===== config.mk =====
export PLATFORM = sky130hd
export DESIGN_NAME = tsb_top
export DESIGN_NICKNAME = d
export VERILOG_FILES = /design/src/logic/tsb_pkg.sv /design/src/logic/tsb_mem.sv /design/src/logic/tsb_top.sv
export SDC_FILE = /design/constraint.sdc
export NUM_CORES = 1
export LEC_CHECK = 0
export ABC_AREA = 1
export BUFFER_PORTS_ARGS = -buffer_cell sky130_fd_sc_hd__buf_2
export CELL_PAD_IN_SITES_DETAIL_PLACEMENT = 1
export CELL_PAD_IN_SITES_GLOBAL_PLACEMENT = 1
export CORE_ASPECT_RATIO = 0.5
export CORE_MARGIN = 4
export CORE_UTILIZATION = 23
export CTS_BUF_LIST = sky130_fd_sc_hd__clkbuf_16
export CTS_CLUSTER_DIAMETER = 120
export DETAILED_ROUTE_END_ITERATION = 6
export GPL_TIMING_DRIVEN = 0
export PLACE_DENSITY_LB_ADDON = 0.15
export SLEW_MARGIN = 10
export SYNTH_ARGS = -nofsm -noshare
export SYNTH_HDL_FRONTEND = slang
export SYNTH_SLANG_ARGS = --single-unit

===== constraint.sdc =====
create_clock -name clk -period 3.8 [get_ports clk]
set_input_delay 0.57 -clock clk [delete_from_list [all_inputs] [get_ports clk]]
set_output_delay 0.57 -clock clk [all_outputs]
set_load 0.05 [all_outputs]

===== src/logic/tsb_pkg.sv =====
// shared constants and carrier types for the touch sample buffer and scan timer
package tsb_pkg;
  // register positions on the converter page
  localparam logic [7:0] OFS_RSV_A     = 8'h0B;
  localparam logic [7:0] OFS_RSV_B     = 8'h0C;
  localparam logic [7:0] OFS_BUF_CTRL  = 8'h0D;
  localparam logic [7:0] OFS_RSV_C     = 8'h0E;
  localparam logic [7:0] OFS_SCAN_TMR  = 8'h0F;
  // reset values
  localparam logic [7:0] RST_RSV_A     = 8'h00;
  localparam logic [7:0] RST_RSV_B     = 8'h00;
  localparam logic [7:0] RST_BUF_CTRL  = 8'h00;
  localparam logic [7:0] RST_RSV_C     = 8'h0F;
  localparam logic [7:0] RST_SCAN_TMR  = 8'h40;
  // buffer control fields
  localparam int BC_EN     = 7;
  localparam int BC_SHOT   = 6;
  localparam int BC_LVL_HI = 5;
  localparam int BC_LVL_LO = 3;
  localparam int BC_FULL   = 1;
  localparam int BC_EMPTY  = 0;
  localparam logic [7:0] BC_WR_MASK = 8'hFC;
  // scan timer fields
  localparam int ST_IV_EN  = 7;
  localparam int ST_IV_HI  = 6;
  localparam int ST_IV_LO  = 4;
  localparam int ST_LG_EN  = 3;
  localparam int ST_LG_HI  = 2;
  localparam int ST_LG_LO  = 0;
  // buffer geometry
  localparam int DEPTH     = 64;
  localparam int PTR_W     = 6;
  localparam int CNT_W     = 7;
  localparam int DATA_W    = 12;
  localparam int LVL_STEP  = 8;
  localparam logic [CNT_W-1:0] CNT_FULL = 7'h40;
  // timer: ticks come from the 1 MHz delay clock
  localparam int TICK_PER_US      = 1;
  localparam int IV_STEP_US       = 970;        // 0.97 ms per interval step
  localparam int LG_STEP_CMIN     = 112;        // 1.12 min per long step, hundredths
  localparam int US_PER_CMIN      = 600000;
  localparam int IV_STEP_TICKS    = IV_STEP_US * TICK_PER_US;
  localparam int LG_STEP_TICKS    = LG_STEP_CMIN * US_PER_CMIN * TICK_PER_US;
  localparam logic [2:0] IV_CODE_LONGEST = 3'h0;
  localparam logic [3:0] IV_LONGEST_STEPS = 4'h8;

  typedef struct packed {
    logic       wr;
    logic       rd;
    logic [7:0] addr;
    logic [7:0] wdata;
  } reg_req_s;

  typedef struct packed {
    logic              valid;
    logic [DATA_W-1:0] data;
  } sample_s;
endpackage


===== src/logic/tsb_mem.sv =====
// 64-entry result store with registered read data
`timescale 1ns/100ps
module tsb_mem (
  input  wire logic                      clk,    // system clock
  input  wire logic                      ce,     // clock enable
  input  wire logic                      we,     // write strobe
  input  wire logic [tsb_pkg::PTR_W-1:0]  waddr,  // write index
  input  wire logic [tsb_pkg::DATA_W-1:0] wdata,  // write word
  input  wire logic                      re,     // read strobe
  input  wire logic [tsb_pkg::PTR_W-1:0]  raddr,  // read index
  output logic      [tsb_pkg::DATA_W-1:0] rdata   // registered read word
);
  import tsb_pkg::*;
  logic [DATA_W-1:0] mem [DEPTH];

  always_ff @(posedge clk) begin
    if (ce && we) begin
      mem[waddr] <= wdata;
    end
    if (ce && re) begin
      rdata <= mem[raddr];
    end
  end
endmodule // tsb_mem


===== src/logic/tsb_top.sv =====
// result buffer control/status and scan interval timers of the touch converter
`timescale 1ns/100ps
module tsb_top #(
  parameter int IV_TICKS = tsb_pkg::IV_STEP_TICKS,  // ticks per interval step
  parameter int LG_TICKS = tsb_pkg::LG_STEP_TICKS   // ticks per long-delay step
) (
  input  wire logic                      clk,          // 40 MHz system clock
  input  wire logic                      sys_rst,      // sync reset, active high
  input  wire logic                      ce,           // clock enable, freezes state
  input  wire tsb_pkg::reg_req_s         reg_req,      // register access request
  output logic      [7:0]                reg_rdata,    // register read data
  input  wire tsb_pkg::sample_s          conv_in,      // converted result offered
  output logic                           conv_ready,   // buffer accepts a result
  output logic                           conv_run,     // converter may keep running
  output logic                           trig_hit,     // trigger level reached
  input  wire logic                      res_rd,       // host pops one result
  output logic      [tsb_pkg::DATA_W-1:0] res_data,    // popped result
  output logic                           res_valid,    // res_data valid pulse
  input  wire logic                      set_done,     // data set finished pulse
  input  wire logic                      timer_tick,   // 1 MHz delay clock enable
  output logic                           set_start,    // start next data set pulse
  input  wire logic [7:0]                chan_new_in,  // per-channel new-data flags
  output logic      [7:0]                chan_new_out  // flags as software sees them
);
  import tsb_pkg::*;

  typedef struct packed {
    logic [7:0]          ctrl;
    logic [7:0]          scan;
    logic [7:0]          rsv_a;
    logic [7:0]          rsv_b;
    logic [7:0]          rsv_c;
    logic [PTR_W-1:0]    buffer_read_pointer;
    logic [PTR_W-1:0]    buffer_write_pointer;
    logic [CNT_W-1:0]    buffer_trigger_pointer;
    logic [CNT_W-1:0]    count;
    logic                shot_done;
    logic [1:0]          sk_n;
    logic [DATA_W-1:0]   sk0;
    logic [DATA_W-1:0]   sk1;
    logic [7:0]          rdata;
    logic                conv_ready;
    logic                conv_run;
    logic                trig_hit;
    logic                res_valid;
    logic                tm_busy;
    logic [31:0]         tm_cnt;
    logic                set_start;
    logic [7:0]          chan_new;
  } st_s;

  st_s st_ff;
  st_s nxt_st;

  logic                en;
  logic                shot;
  logic                push;
  logic                pop_sk;
  logic                host_pop;
  logic [DATA_W-1:0]   sk_head;
  logic [DATA_W-1:0]   pushed;
  logic [2:0]          lvl;
  logic [3:0]          iv_steps;
  logic [3:0]          lg_steps;

  assign en       = st_ff.ctrl[BC_EN];
  assign shot     = st_ff.ctrl[BC_SHOT];
  assign lvl      = st_ff.ctrl[BC_LVL_HI:BC_LVL_LO];
  assign sk_head  = st_ff.sk0;
  assign pushed   = conv_in.data;
  // interval code 000 is the longest setting, one step past 111
  assign iv_steps = (st_ff.scan[ST_IV_HI:ST_IV_LO] == IV_CODE_LONGEST) ?
                    IV_LONGEST_STEPS : {1'b0, st_ff.scan[ST_IV_HI:ST_IV_LO]};
  assign lg_steps = {st_ff.scan[ST_LG_HI:ST_LG_LO], 1'b1};

  // drain the skid entry into the store unless full or a single shot has completed
  assign pop_sk   = en && (st_ff.sk_n != 2'd0) && (st_ff.count != CNT_FULL) &&
                    !(shot && st_ff.shot_done);
  assign host_pop = en && res_rd && (st_ff.count != '0);
  assign push     = conv_in.valid && st_ff.conv_ready;

  always_comb begin
    nxt_st = st_ff;
    nxt_st.set_start = 1'b0;
    nxt_st.res_valid = host_pop;

    // register writes; reserved positions simply store what software writes
    if (reg_req.wr) begin
      case (reg_req.addr)
        OFS_RSV_A:    nxt_st.rsv_a = reg_req.wdata;
        OFS_RSV_B:    nxt_st.rsv_b = reg_req.wdata;
        OFS_BUF_CTRL: nxt_st.ctrl  = reg_req.wdata & BC_WR_MASK;
        OFS_RSV_C:    nxt_st.rsv_c = reg_req.wdata;
        OFS_SCAN_TMR: nxt_st.scan  = reg_req.wdata;
        default:      nxt_st.rsv_a = st_ff.rsv_a;
      endcase
    end

    // skid pair: pop head, then append the offered word
    if (pop_sk) begin
      nxt_st.sk0  = st_ff.sk1;
      nxt_st.sk_n = st_ff.sk_n - 2'd1;
    end
    if (push) begin
      if (nxt_st.sk_n == 2'd0) begin
        nxt_st.sk0 = pushed;
      end else begin
        nxt_st.sk1 = pushed;
      end
      nxt_st.sk_n = nxt_st.sk_n + 2'd1;
    end

    // circular pointers wrap naturally at 64
    if (pop_sk) begin
      nxt_st.buffer_write_pointer = st_ff.buffer_write_pointer + 6'd1;
    end
    if (host_pop) begin
      nxt_st.buffer_read_pointer = st_ff.buffer_read_pointer + 6'd1;
    end
    nxt_st.count = st_ff.count + {6'd0, pop_sk} - {6'd0, host_pop};
    nxt_st.buffer_trigger_pointer = CNT_W'((32'(lvl) + 1) * LVL_STEP);

    if (pop_sk && (nxt_st.count >= st_ff.buffer_trigger_pointer)) begin
      nxt_st.shot_done = 1'b1;
    end else if (nxt_st.count == '0) begin
      nxt_st.shot_done = 1'b0;
    end

    // disabling drops everything held and parks the read and write pointers at zero
    if (!nxt_st.ctrl[BC_EN]) begin
      nxt_st.buffer_read_pointer  = '0;
      nxt_st.buffer_write_pointer = '0;
      nxt_st.count                = '0;
      nxt_st.sk_n                 = 2'd0;
      nxt_st.shot_done            = 1'b0;
    end
    // while disabled results are not kept, so the converter is never stalled
    nxt_st.conv_ready = !nxt_st.ctrl[BC_EN] || (nxt_st.sk_n != 2'd2);
    nxt_st.conv_run   = nxt_st.ctrl[BC_EN] &&
                        !(nxt_st.ctrl[BC_SHOT] && nxt_st.shot_done);
    nxt_st.trig_hit   = nxt_st.ctrl[BC_EN] &&
                        (nxt_st.count >= nxt_st.buffer_trigger_pointer);
    nxt_st.chan_new   = nxt_st.ctrl[BC_EN] ? 8'h00 : chan_new_in;

    // delay between data sets; the long delay takes precedence when both are on
    if (set_done) begin
      nxt_st.tm_busy = 1'b1;
      if (st_ff.scan[ST_LG_EN]) begin
        nxt_st.tm_cnt = 32'(lg_steps) * 32'(LG_TICKS);
      end else if (st_ff.scan[ST_IV_EN]) begin
        nxt_st.tm_cnt = 32'(iv_steps) * 32'(IV_TICKS);
      end else begin
        nxt_st.tm_cnt = 32'd0;
      end
    end else if (st_ff.tm_busy) begin
      if (st_ff.tm_cnt == 32'd0) begin
        nxt_st.tm_busy   = 1'b0;
        nxt_st.set_start = 1'b1;
      end else if (timer_tick) begin
        nxt_st.tm_cnt = st_ff.tm_cnt - 32'd1;
      end
    end

    if (reg_req.rd) begin
      case (reg_req.addr)
        OFS_RSV_A:    nxt_st.rdata = st_ff.rsv_a;
        OFS_RSV_B:    nxt_st.rdata = st_ff.rsv_b;
        OFS_BUF_CTRL: nxt_st.rdata = {st_ff.ctrl[7:2], (st_ff.count == CNT_FULL),
                                      (st_ff.count == '0)};
        OFS_RSV_C:    nxt_st.rdata = st_ff.rsv_c;
        OFS_SCAN_TMR: nxt_st.rdata = st_ff.scan;
        default:      nxt_st.rdata = 8'h00;
      endcase
    end
  end

  always_ff @(posedge clk) begin
    if (sys_rst) begin
      st_ff            <= '0;
      st_ff.ctrl       <= RST_BUF_CTRL;
      st_ff.scan       <= RST_SCAN_TMR;
      st_ff.rsv_a      <= RST_RSV_A;
      st_ff.rsv_b      <= RST_RSV_B;
      st_ff.rsv_c      <= RST_RSV_C;
      st_ff.buffer_trigger_pointer <= CNT_W'(LVL_STEP);
      st_ff.conv_ready <= 1'b1;
    end else if (ce) begin
      st_ff <= nxt_st;
    end
  end

  tsb_mem tsb_mem_inst (
    .clk   (clk),
    .ce    (ce),
    .we    (pop_sk),
    .waddr (st_ff.buffer_write_pointer),
    .wdata (sk_head),
    .re    (host_pop),
    .raddr (st_ff.buffer_read_pointer),
    .rdata (res_data)
  );

  assign reg_rdata    = st_ff.rdata;
  assign conv_ready   = st_ff.conv_ready;
  assign conv_run     = st_ff.conv_run;
  assign trig_hit     = st_ff.trig_hit;
  assign res_valid    = st_ff.res_valid;
  assign set_start    = st_ff.set_start;
  assign chan_new_out = st_ff.chan_new;
endmodule // tsb_top


## Word level (Yosys, flattened, before mapping)

Memories as Yosys holds them, arrays and structs flattened. A register that Yosys moved wholly into a read port is not among the register bits.
Index checks and enable logic that the tools add are counted.

- Bits in registers: 142
- Latch bits: 0
- Memory bits (writable): 768
- Bits in read-only memories: 0
- Input port bits: 45
- Output and inout bits: 33
- Word-level logic and storage cells: 114
- Memories: 1

- $add $sub $neg: 8
- $mul: 2
- Divide/modulo/power cells: 0
- Magnitude comparators: 2
- Equal/unequal tests: 11
- Shift operators: 0
- Multiplexer cells: 30
- Bitwise logic cells: 1
- Reductions and logical operators: 36

Memory list:

| memory | words | bits a word | read ports | clocked after Yosys merged registers in | write ports | RTL line | RTL |
|---|---|---|---|---|---|---|---|
| tsb_mem_inst.mem | 64 | 12 | 1 | 1 | 1 | tsb_mem.sv:14 | `logic [DATA_W-1:0] mem [DEPTH];` |

Operators by type and width:

| kind | number |
|---|---|
| $mux W32 | 2 |
| $mux W8 | 6 |
| $eq A8 B4 Y1 const B | 5 |
| $mux W40 | 1 |
| $pmux W8 S5 | 1 |
| $mux W12 | 3 |
| $mux W34 | 1 |
| $mux W33 | 1 |
| $logic_not A32 Y1 | 1 |
| $sub A32 B1 Y32 const B | 1 |
| $mux W31 | 1 |
| $mux W14 | 2 |
| $mux W26 | 1 |
| $mul A4 B17 Y21 const B | 1 |
| $reduce_and A3 Y1 | 6 |
| $ge A7 B7 Y1 | 2 |
| $logic_not A7 Y1 | 2 |
| $logic_and A1 B1 Y1 | 13 |
| $mul A4 B9 Y13 const B | 1 |
| $add A6 B1 Y6 const B | 2 |
| $mux W6 | 2 |
| $mux W10 | 1 |
| $add A7 B1 Y7 | 1 |
| $eq A7 B7 Y1 const B | 1 |
| other kinds (18) | 32 |

## Depth between registers and ports, before layout

- Word-level depth: 13
- Mapped depth: 30
- Mapped depth without buffers: 29

## Cells and area by module

A second synthesis with hierarchy kept.

- Cells, all modules: 3898
- Area total of the unflattened synthesis: 40211.1 um2

Modules (own cells, without submodules):

| module | times used | cells an instance | area an instance (um2) | sequential area each (um2) |
|---|---|---|---|---|
| tsb_mem | 1 | 2661 | 31769.2 | 23422.5 |
| tsb_top | 1 | 1237 | 8441.8 | 2842.7 |

## Least setup slack after synthesis

No wires, ideal clock.

- Kind: register to register
- Start point: register st_ff[83] (netlist name)
- End point: register st_ff, in the netlist conv_run
- Data arrival time: 3540 ps
- Data required time: 3668 ps
- Slack: 128 ps
- Cell stages (with the launch flop): 30
- Path buffers: 1
- Period minus slack after synthesis: 3672 ps
- Cell sequence: dfxtp_1 -> inv_1 -> ha_1 -> nand2_1 -> nor2_1 -> nand3_1 -> nand2_2 -> inv_1 -> buf_2 -> nor2_1 -> inv_1 -> nand2_1 -> ha_1 -> inv_1 -> fa_1 -> inv_1 -> nand3_1 -> nand3_1 -> nand2_1 -> nand2_1 -> inv_1 -> ha_1 -> nand3_1 -> or3_1 -> nand3_1 -> nand2_1 -> nand2_1 -> nand2_1 -> nand2_1 -> a21oi_1

- Longest elaborated chain between the ends: 12

RTL lines:

| item | RTL line | RTL |
|---|---|---|
| start, declared | tsb_top.sv:52 | `st_s st_ff;` |
| start signal, assigned | tsb_top.sv:188 | `st_ff <= nxt_st;` |
| $ne A7 B7 Y1 | tsb_top.sv:77 | `assign pop_sk = en && (st_ff.sk_n != 2'd0) && (st_ff.count != CNT_FULL) &&` |
| $logic_and A1 B1 Y1 (2 in series) | tsb_top.sv:77 |  |
| $add A7 B1 Y7 | tsb_top.sv:120 | `nxt_st.count = st_ff.count + {6'd0, pop_sk} - {6'd0, host_pop};` |
| $sub A7 B1 Y7 | tsb_top.sv:120 |  |
| $ge A7 B7 Y1 / $logic_not A7 Y1 (equally long branches) | tsb_top.sv:123, tsb_top.sv:125 |  |
| $logic_and A1 B1 Y1 / $mux W1 (equally long branches) | tsb_top.sv:123, tsb_top.sv:125 |  |
| $mux W1 * | tsb_top.sv:123 | `if (pop_sk && (nxt_st.count >= st_ff.buffer_trigger_pointer)) begin` |
| $mux W10 * | tsb_top.sv:130 | `if (!nxt_st.ctrl[BC_EN]) begin` |
| $logic_and A1 B1 Y1 * | tsb_top.sv:140 | `!(nxt_st.ctrl[BC_SHOT] && nxt_st.shot_done);` |
| $logic_not A1 Y1 * | tsb_top.sv:140 |  |
| $logic_and A1 B1 Y1 * | tsb_top.sv:139 | `nxt_st.conv_run = nxt_st.ctrl[BC_EN] &&` |

Every way passes the cells marked *; elsewhere a longest branch is shown, timed or not.
A chain may end at the register's enable or synchronous reset.

==> metrics.md <==
| Metric | Value |
|---|---|
| Filler instances | `18550` |
| Via count | `28882` |
| Hold Crit Start | `conv_in[4]` |
| Status | `finished clean` |
| Post-Layout Inst Area | `0.0468 mm^2` |
| Synth Instances | `3441` |
| DP Wirelength | `120000 um` |
| Synth warn | `0` |
| Async SR Flop Fraction | `0` |
| P&R area growth vs syn | `20.8%` |
| Worst-case reg-to-reg path depth | `8` |
| Num Clock Sinks | `922` |
| Dpl ws | `-1.06 ns` |
| 1st-pass router iterations | `7` |
| Final worst path period share | `0.957` |
| Worst setup margin | `0.165 ns` |
| Switching pwr | `5.49 mW` |
| Grt total ovfl | `0` |
| I/O Pins | `78` |
| Flops & latches, synth | `922` |
| Crit path largest cell delay | `0.72 ns` |
| Hold Path Stages | `3` |
| Sw frac | `0.247` |
| Reg2Reg Capture Point | `tsb_mem_inst.rdata[8]` |
| Synth area leaders | `edfxtp_1 60%, dfxtp_1 7.3%, o21ai_0 6.0%` |
| Placed cell count | `5861` |
| WS Path Type | `flip-flop to flip-flop` |
| Antenna viol nets, final | `0` |
| F_max | `0.275 GHz` |
| Clock share of power | `0.430` |
| Die H | `298 um` |
| Max-Cap Viols | `0` |
| Vias per inst | `4.77` |
| Mean Syn Cell Area | `11.3 um^2` |
| Clock skew | `0.0454 ns` |
| H-Tree Depth | `3` |
| EDFF count, synth | `780` |
| Num CTS Buffers | `97` |
| Power Density | `474 mW/mm^2` |
| Critical path fanouts, max | `10` |
| Top-area cell type share of the netlist area | `0.605` |
| Worst vdd ir | `0.000331 V` |
| Initial antenna violation count | `7` |
| Core Area | `0.167 mm^2` |
| Min Tclk post-route | `3.64 ns` |
| Hold Path Class | `input port to flip-flop` |
| Largest net degree at the start of global routing | `65` |
| Syn Std Cell Area | `0.0387 mm^2` |
| CP startpoint kind | `flip-flop` |
| Max_slew headroom | `0.0935` |
| Nets | `3801` |
| Slew @ Worst Pin | `1.36 ns` |
| Main flop type after synthesis | `edfxtp_1` |
| Non-filler cells, final | `6055` |
| Worst-path cell chain | `buf_2 > clkbuf_1 > o21ai_0 > o221ai_1 > o211ai_1 > nand4_1 > nand3_1 > nand2_1` |
| Post-synth cell types | `53` |
| Final Hold Vio Count | `0` |
| Share of cells above drive strength 1 | `0.145` |
| Slew Viols, Final | `0` |
| Root Buffer | `clkbuf_16` |
| Die width | `588 um` |
| Fin util | `0.280` |
| Port Buf Inserts | `76` |
| Combinational power share | `0.065` |
| Worst setup EP type | `flip-flop` |
| Drc violations | `0` |
| Reg-to-reg critical path startpoint | `st_ff[102]` |
| Reg2reg setup slack | `0.16 ns` |
| Worst-path clk slew | `0.06 ns` |
| Wirelength per Cell | `27.5 um` |
| Clk_lat worst skew | `0.72 ns` |
| Vias in the first global route | `29575` |
| Worst-case clock buffer depth | `3` |
| Cell taking the most area after synthesis | `edfxtp_1` |
| Gr usage total | `0.185` |
| Total Wirelength | `167000 um` |
| Worst Hold Slack | `0.127 ns` |
| Footprint of the multi-input gates | `0.0111 mm^2` |
| WP data required | `4.33 ns` |
| Crit-path slowest cell | `clkbuf_1` |
| Critical Path AT | `4.16 ns` |
| Placed cell areas | `0.0435 mm^2` |
| Lkg Pwr | `15.9 nW` |
| Flop pwr share | `0.505` |
| Most common cell in the netlist | `edfxtp_1` |
| Starting density of the core | `0.231` |
| Num rows | `106` |
| P_int | `16.7 mW` |
| Final setup viols | `0` |
| CTS tree | `built` |
| Die ar. | `0.175 mm^2` |
| Hold Path Sink | `st_ff[58]` |
| Hold_buf cts | `0` |
| First-pass GRT wire length | `233000 um` |
| Register area share after synthesis | `0.678` |
| Starting DRT DRC Count | `2733` |
| GPL Wtd Cong | `0.855` |
| Sequential cell area | `0.0263 mm^2` |
| Post-synth top cells | `780 x edfxtp_1, 575 x nor2_1, 462 x o21ai_0` |
## power by group through the flow
stage / combinational (mW) / clock, mW / sequential [mW]
global placement: 1.18 / 0 / 11.6
finish: 1.45 / 9.53 / 11.2
floorplan: 0.698 / 0 / 11.4
CTS: 1.45 / 9.74 / 11.2
detailed placement: 1.41 / 0 / 11.4
global route: 1.58 / 10.1 / 11.2
## cell usage in the layout (no fill, tap or decap), types with 5 or more instances in the layout
cell type   synthesis  final
nor2_4              5      9
ha_1               46     42
clkinv_2            0     12
dfxtp_4             0     12
clkinvlp_4          0      7
nand3_2             2      8
buf_16              0     13
xor2_1             13     13
o21ai_1            22     22
clkbuf_16           0     98
bufinv_16           0      8
inv_1             127    146
a21oi_1           116    116
clkinv_1            4     23
buf_4              31     48
o21ai_0           462    462
buf_8               0     50
o22ai_1           122    122
nand3_1           164    157
inv_2              23     29
o211ai_1           39     39
buf_2              48    123
buf_6               4     10
a31oi_1            11     11
nand2_1           359    353
edfxtp_1          780    780
a211oi_1            9      9
nor2_2              7     70
clkbuf_1          133    133
xnor2_1             5      5
dfxtp_1           142    128
o221ai_1           79     79
nor3_1              9      9
nand2_2             9     14
nand4_1            54     54
nor2_1            575    508
buf_12              0      6
## worst max-delay path, delay by kind of cell (launching register included)
family                 cells  cell delay (ns)
buffers and inverters      2             1.20
flip-flops                 1             0.57
AO/OA/AOI/OAI              3             0.96
AND/OR/NAND/NOR            3             0.69
## how the worst max path moves through the flow
stage / start / to / slack (ns) / depth (start not counted)
6_report: st_ff[102] / tsb_mem_inst.rdata[8] / 0.16 / 8
3_5_place_dp: st_ff[83] / conv_run / -1.06 / 29
4_1_cts: st_ff[83] / trig_hit / 0.004 / 26
5_1_grt: st_ff[84] / conv_run / -0.02 / 28
2_1_floorplan: st_ff[83] / conv_run / 0.13 / 29
3_3_place_gp: st_ff[83] / conv_run / -1.00 / 29
## cell families (layout without fill, tap and decap cells)
logic type | after synthesis | in the layout | synth area share
buffers and inverters | 375 | 718 | 0.0418
DFF | 922 | 922 | 0.678
AOI/OAI and AO/OA | 870 | 870 | 0.128
adders and majority gates | 48 | 48 | 0.0159
other | 1 | 4 | 0.0000969
and+or+nand+nor | 1207 | 1207 | 0.131
xor gates and xnor gates | 18 | 18 | 0.00407
## state kept, by name, indices dropped and copies added, names as in the netlist
name                count
chan_new_out            8
conv_ready              1
conv_run                1
en                      1
lg_steps                3
lvl                     3
reg_rdata               8
res_valid               1
set_start               1
shot                    1
sk_head                12
st_ff                 101
trig_hit                1
tsb_mem_inst.mem      768
tsb_mem_inst.rdata     12
## stage by stage
| stage | TNS (ns) | power [mW] |
|---|---|---|
| floorplan | 0 | 12.1 |
| global placement | -198.23 | 12.8 |
| finish | 0 | 22.2 |
| detailed placement | -3.03 | 12.8 |
| CTS | 0 | 22.4 |
| global route | -0.0318 | 22.9 |
## routing by layer
layer,vias to the layer above,share of wire,track usage
li1,12996,-,-
met1,14983,0.47,0.260
met4,0,0.028,0.0493
met2,713,0.46,0.299
met5,-,0,0
met3,190,0.047,0.0268
## cell type report
cell class	instances	share of cell area
repair buffers	168	0.0386
well taps	2268	0.0607
flip-flops and latches	922	0.562
clock inverters	78	0.0131
multi-input cells	2145	0.238
diodes	2	0.000107
clock buffers	98	0.0524
inverters	155	0.0126
plain buffers	219	0.0220
## timing repair
item / CTS / global route
gates resized for setup: 22 / 19
endpoints found under the hold margin: 0 / 0
buffers inserted: 15 / 2
endpoints found under the setup margin: 5 / 3
pin swaps: 7 / 10
(Power assumes the default switching activity.)
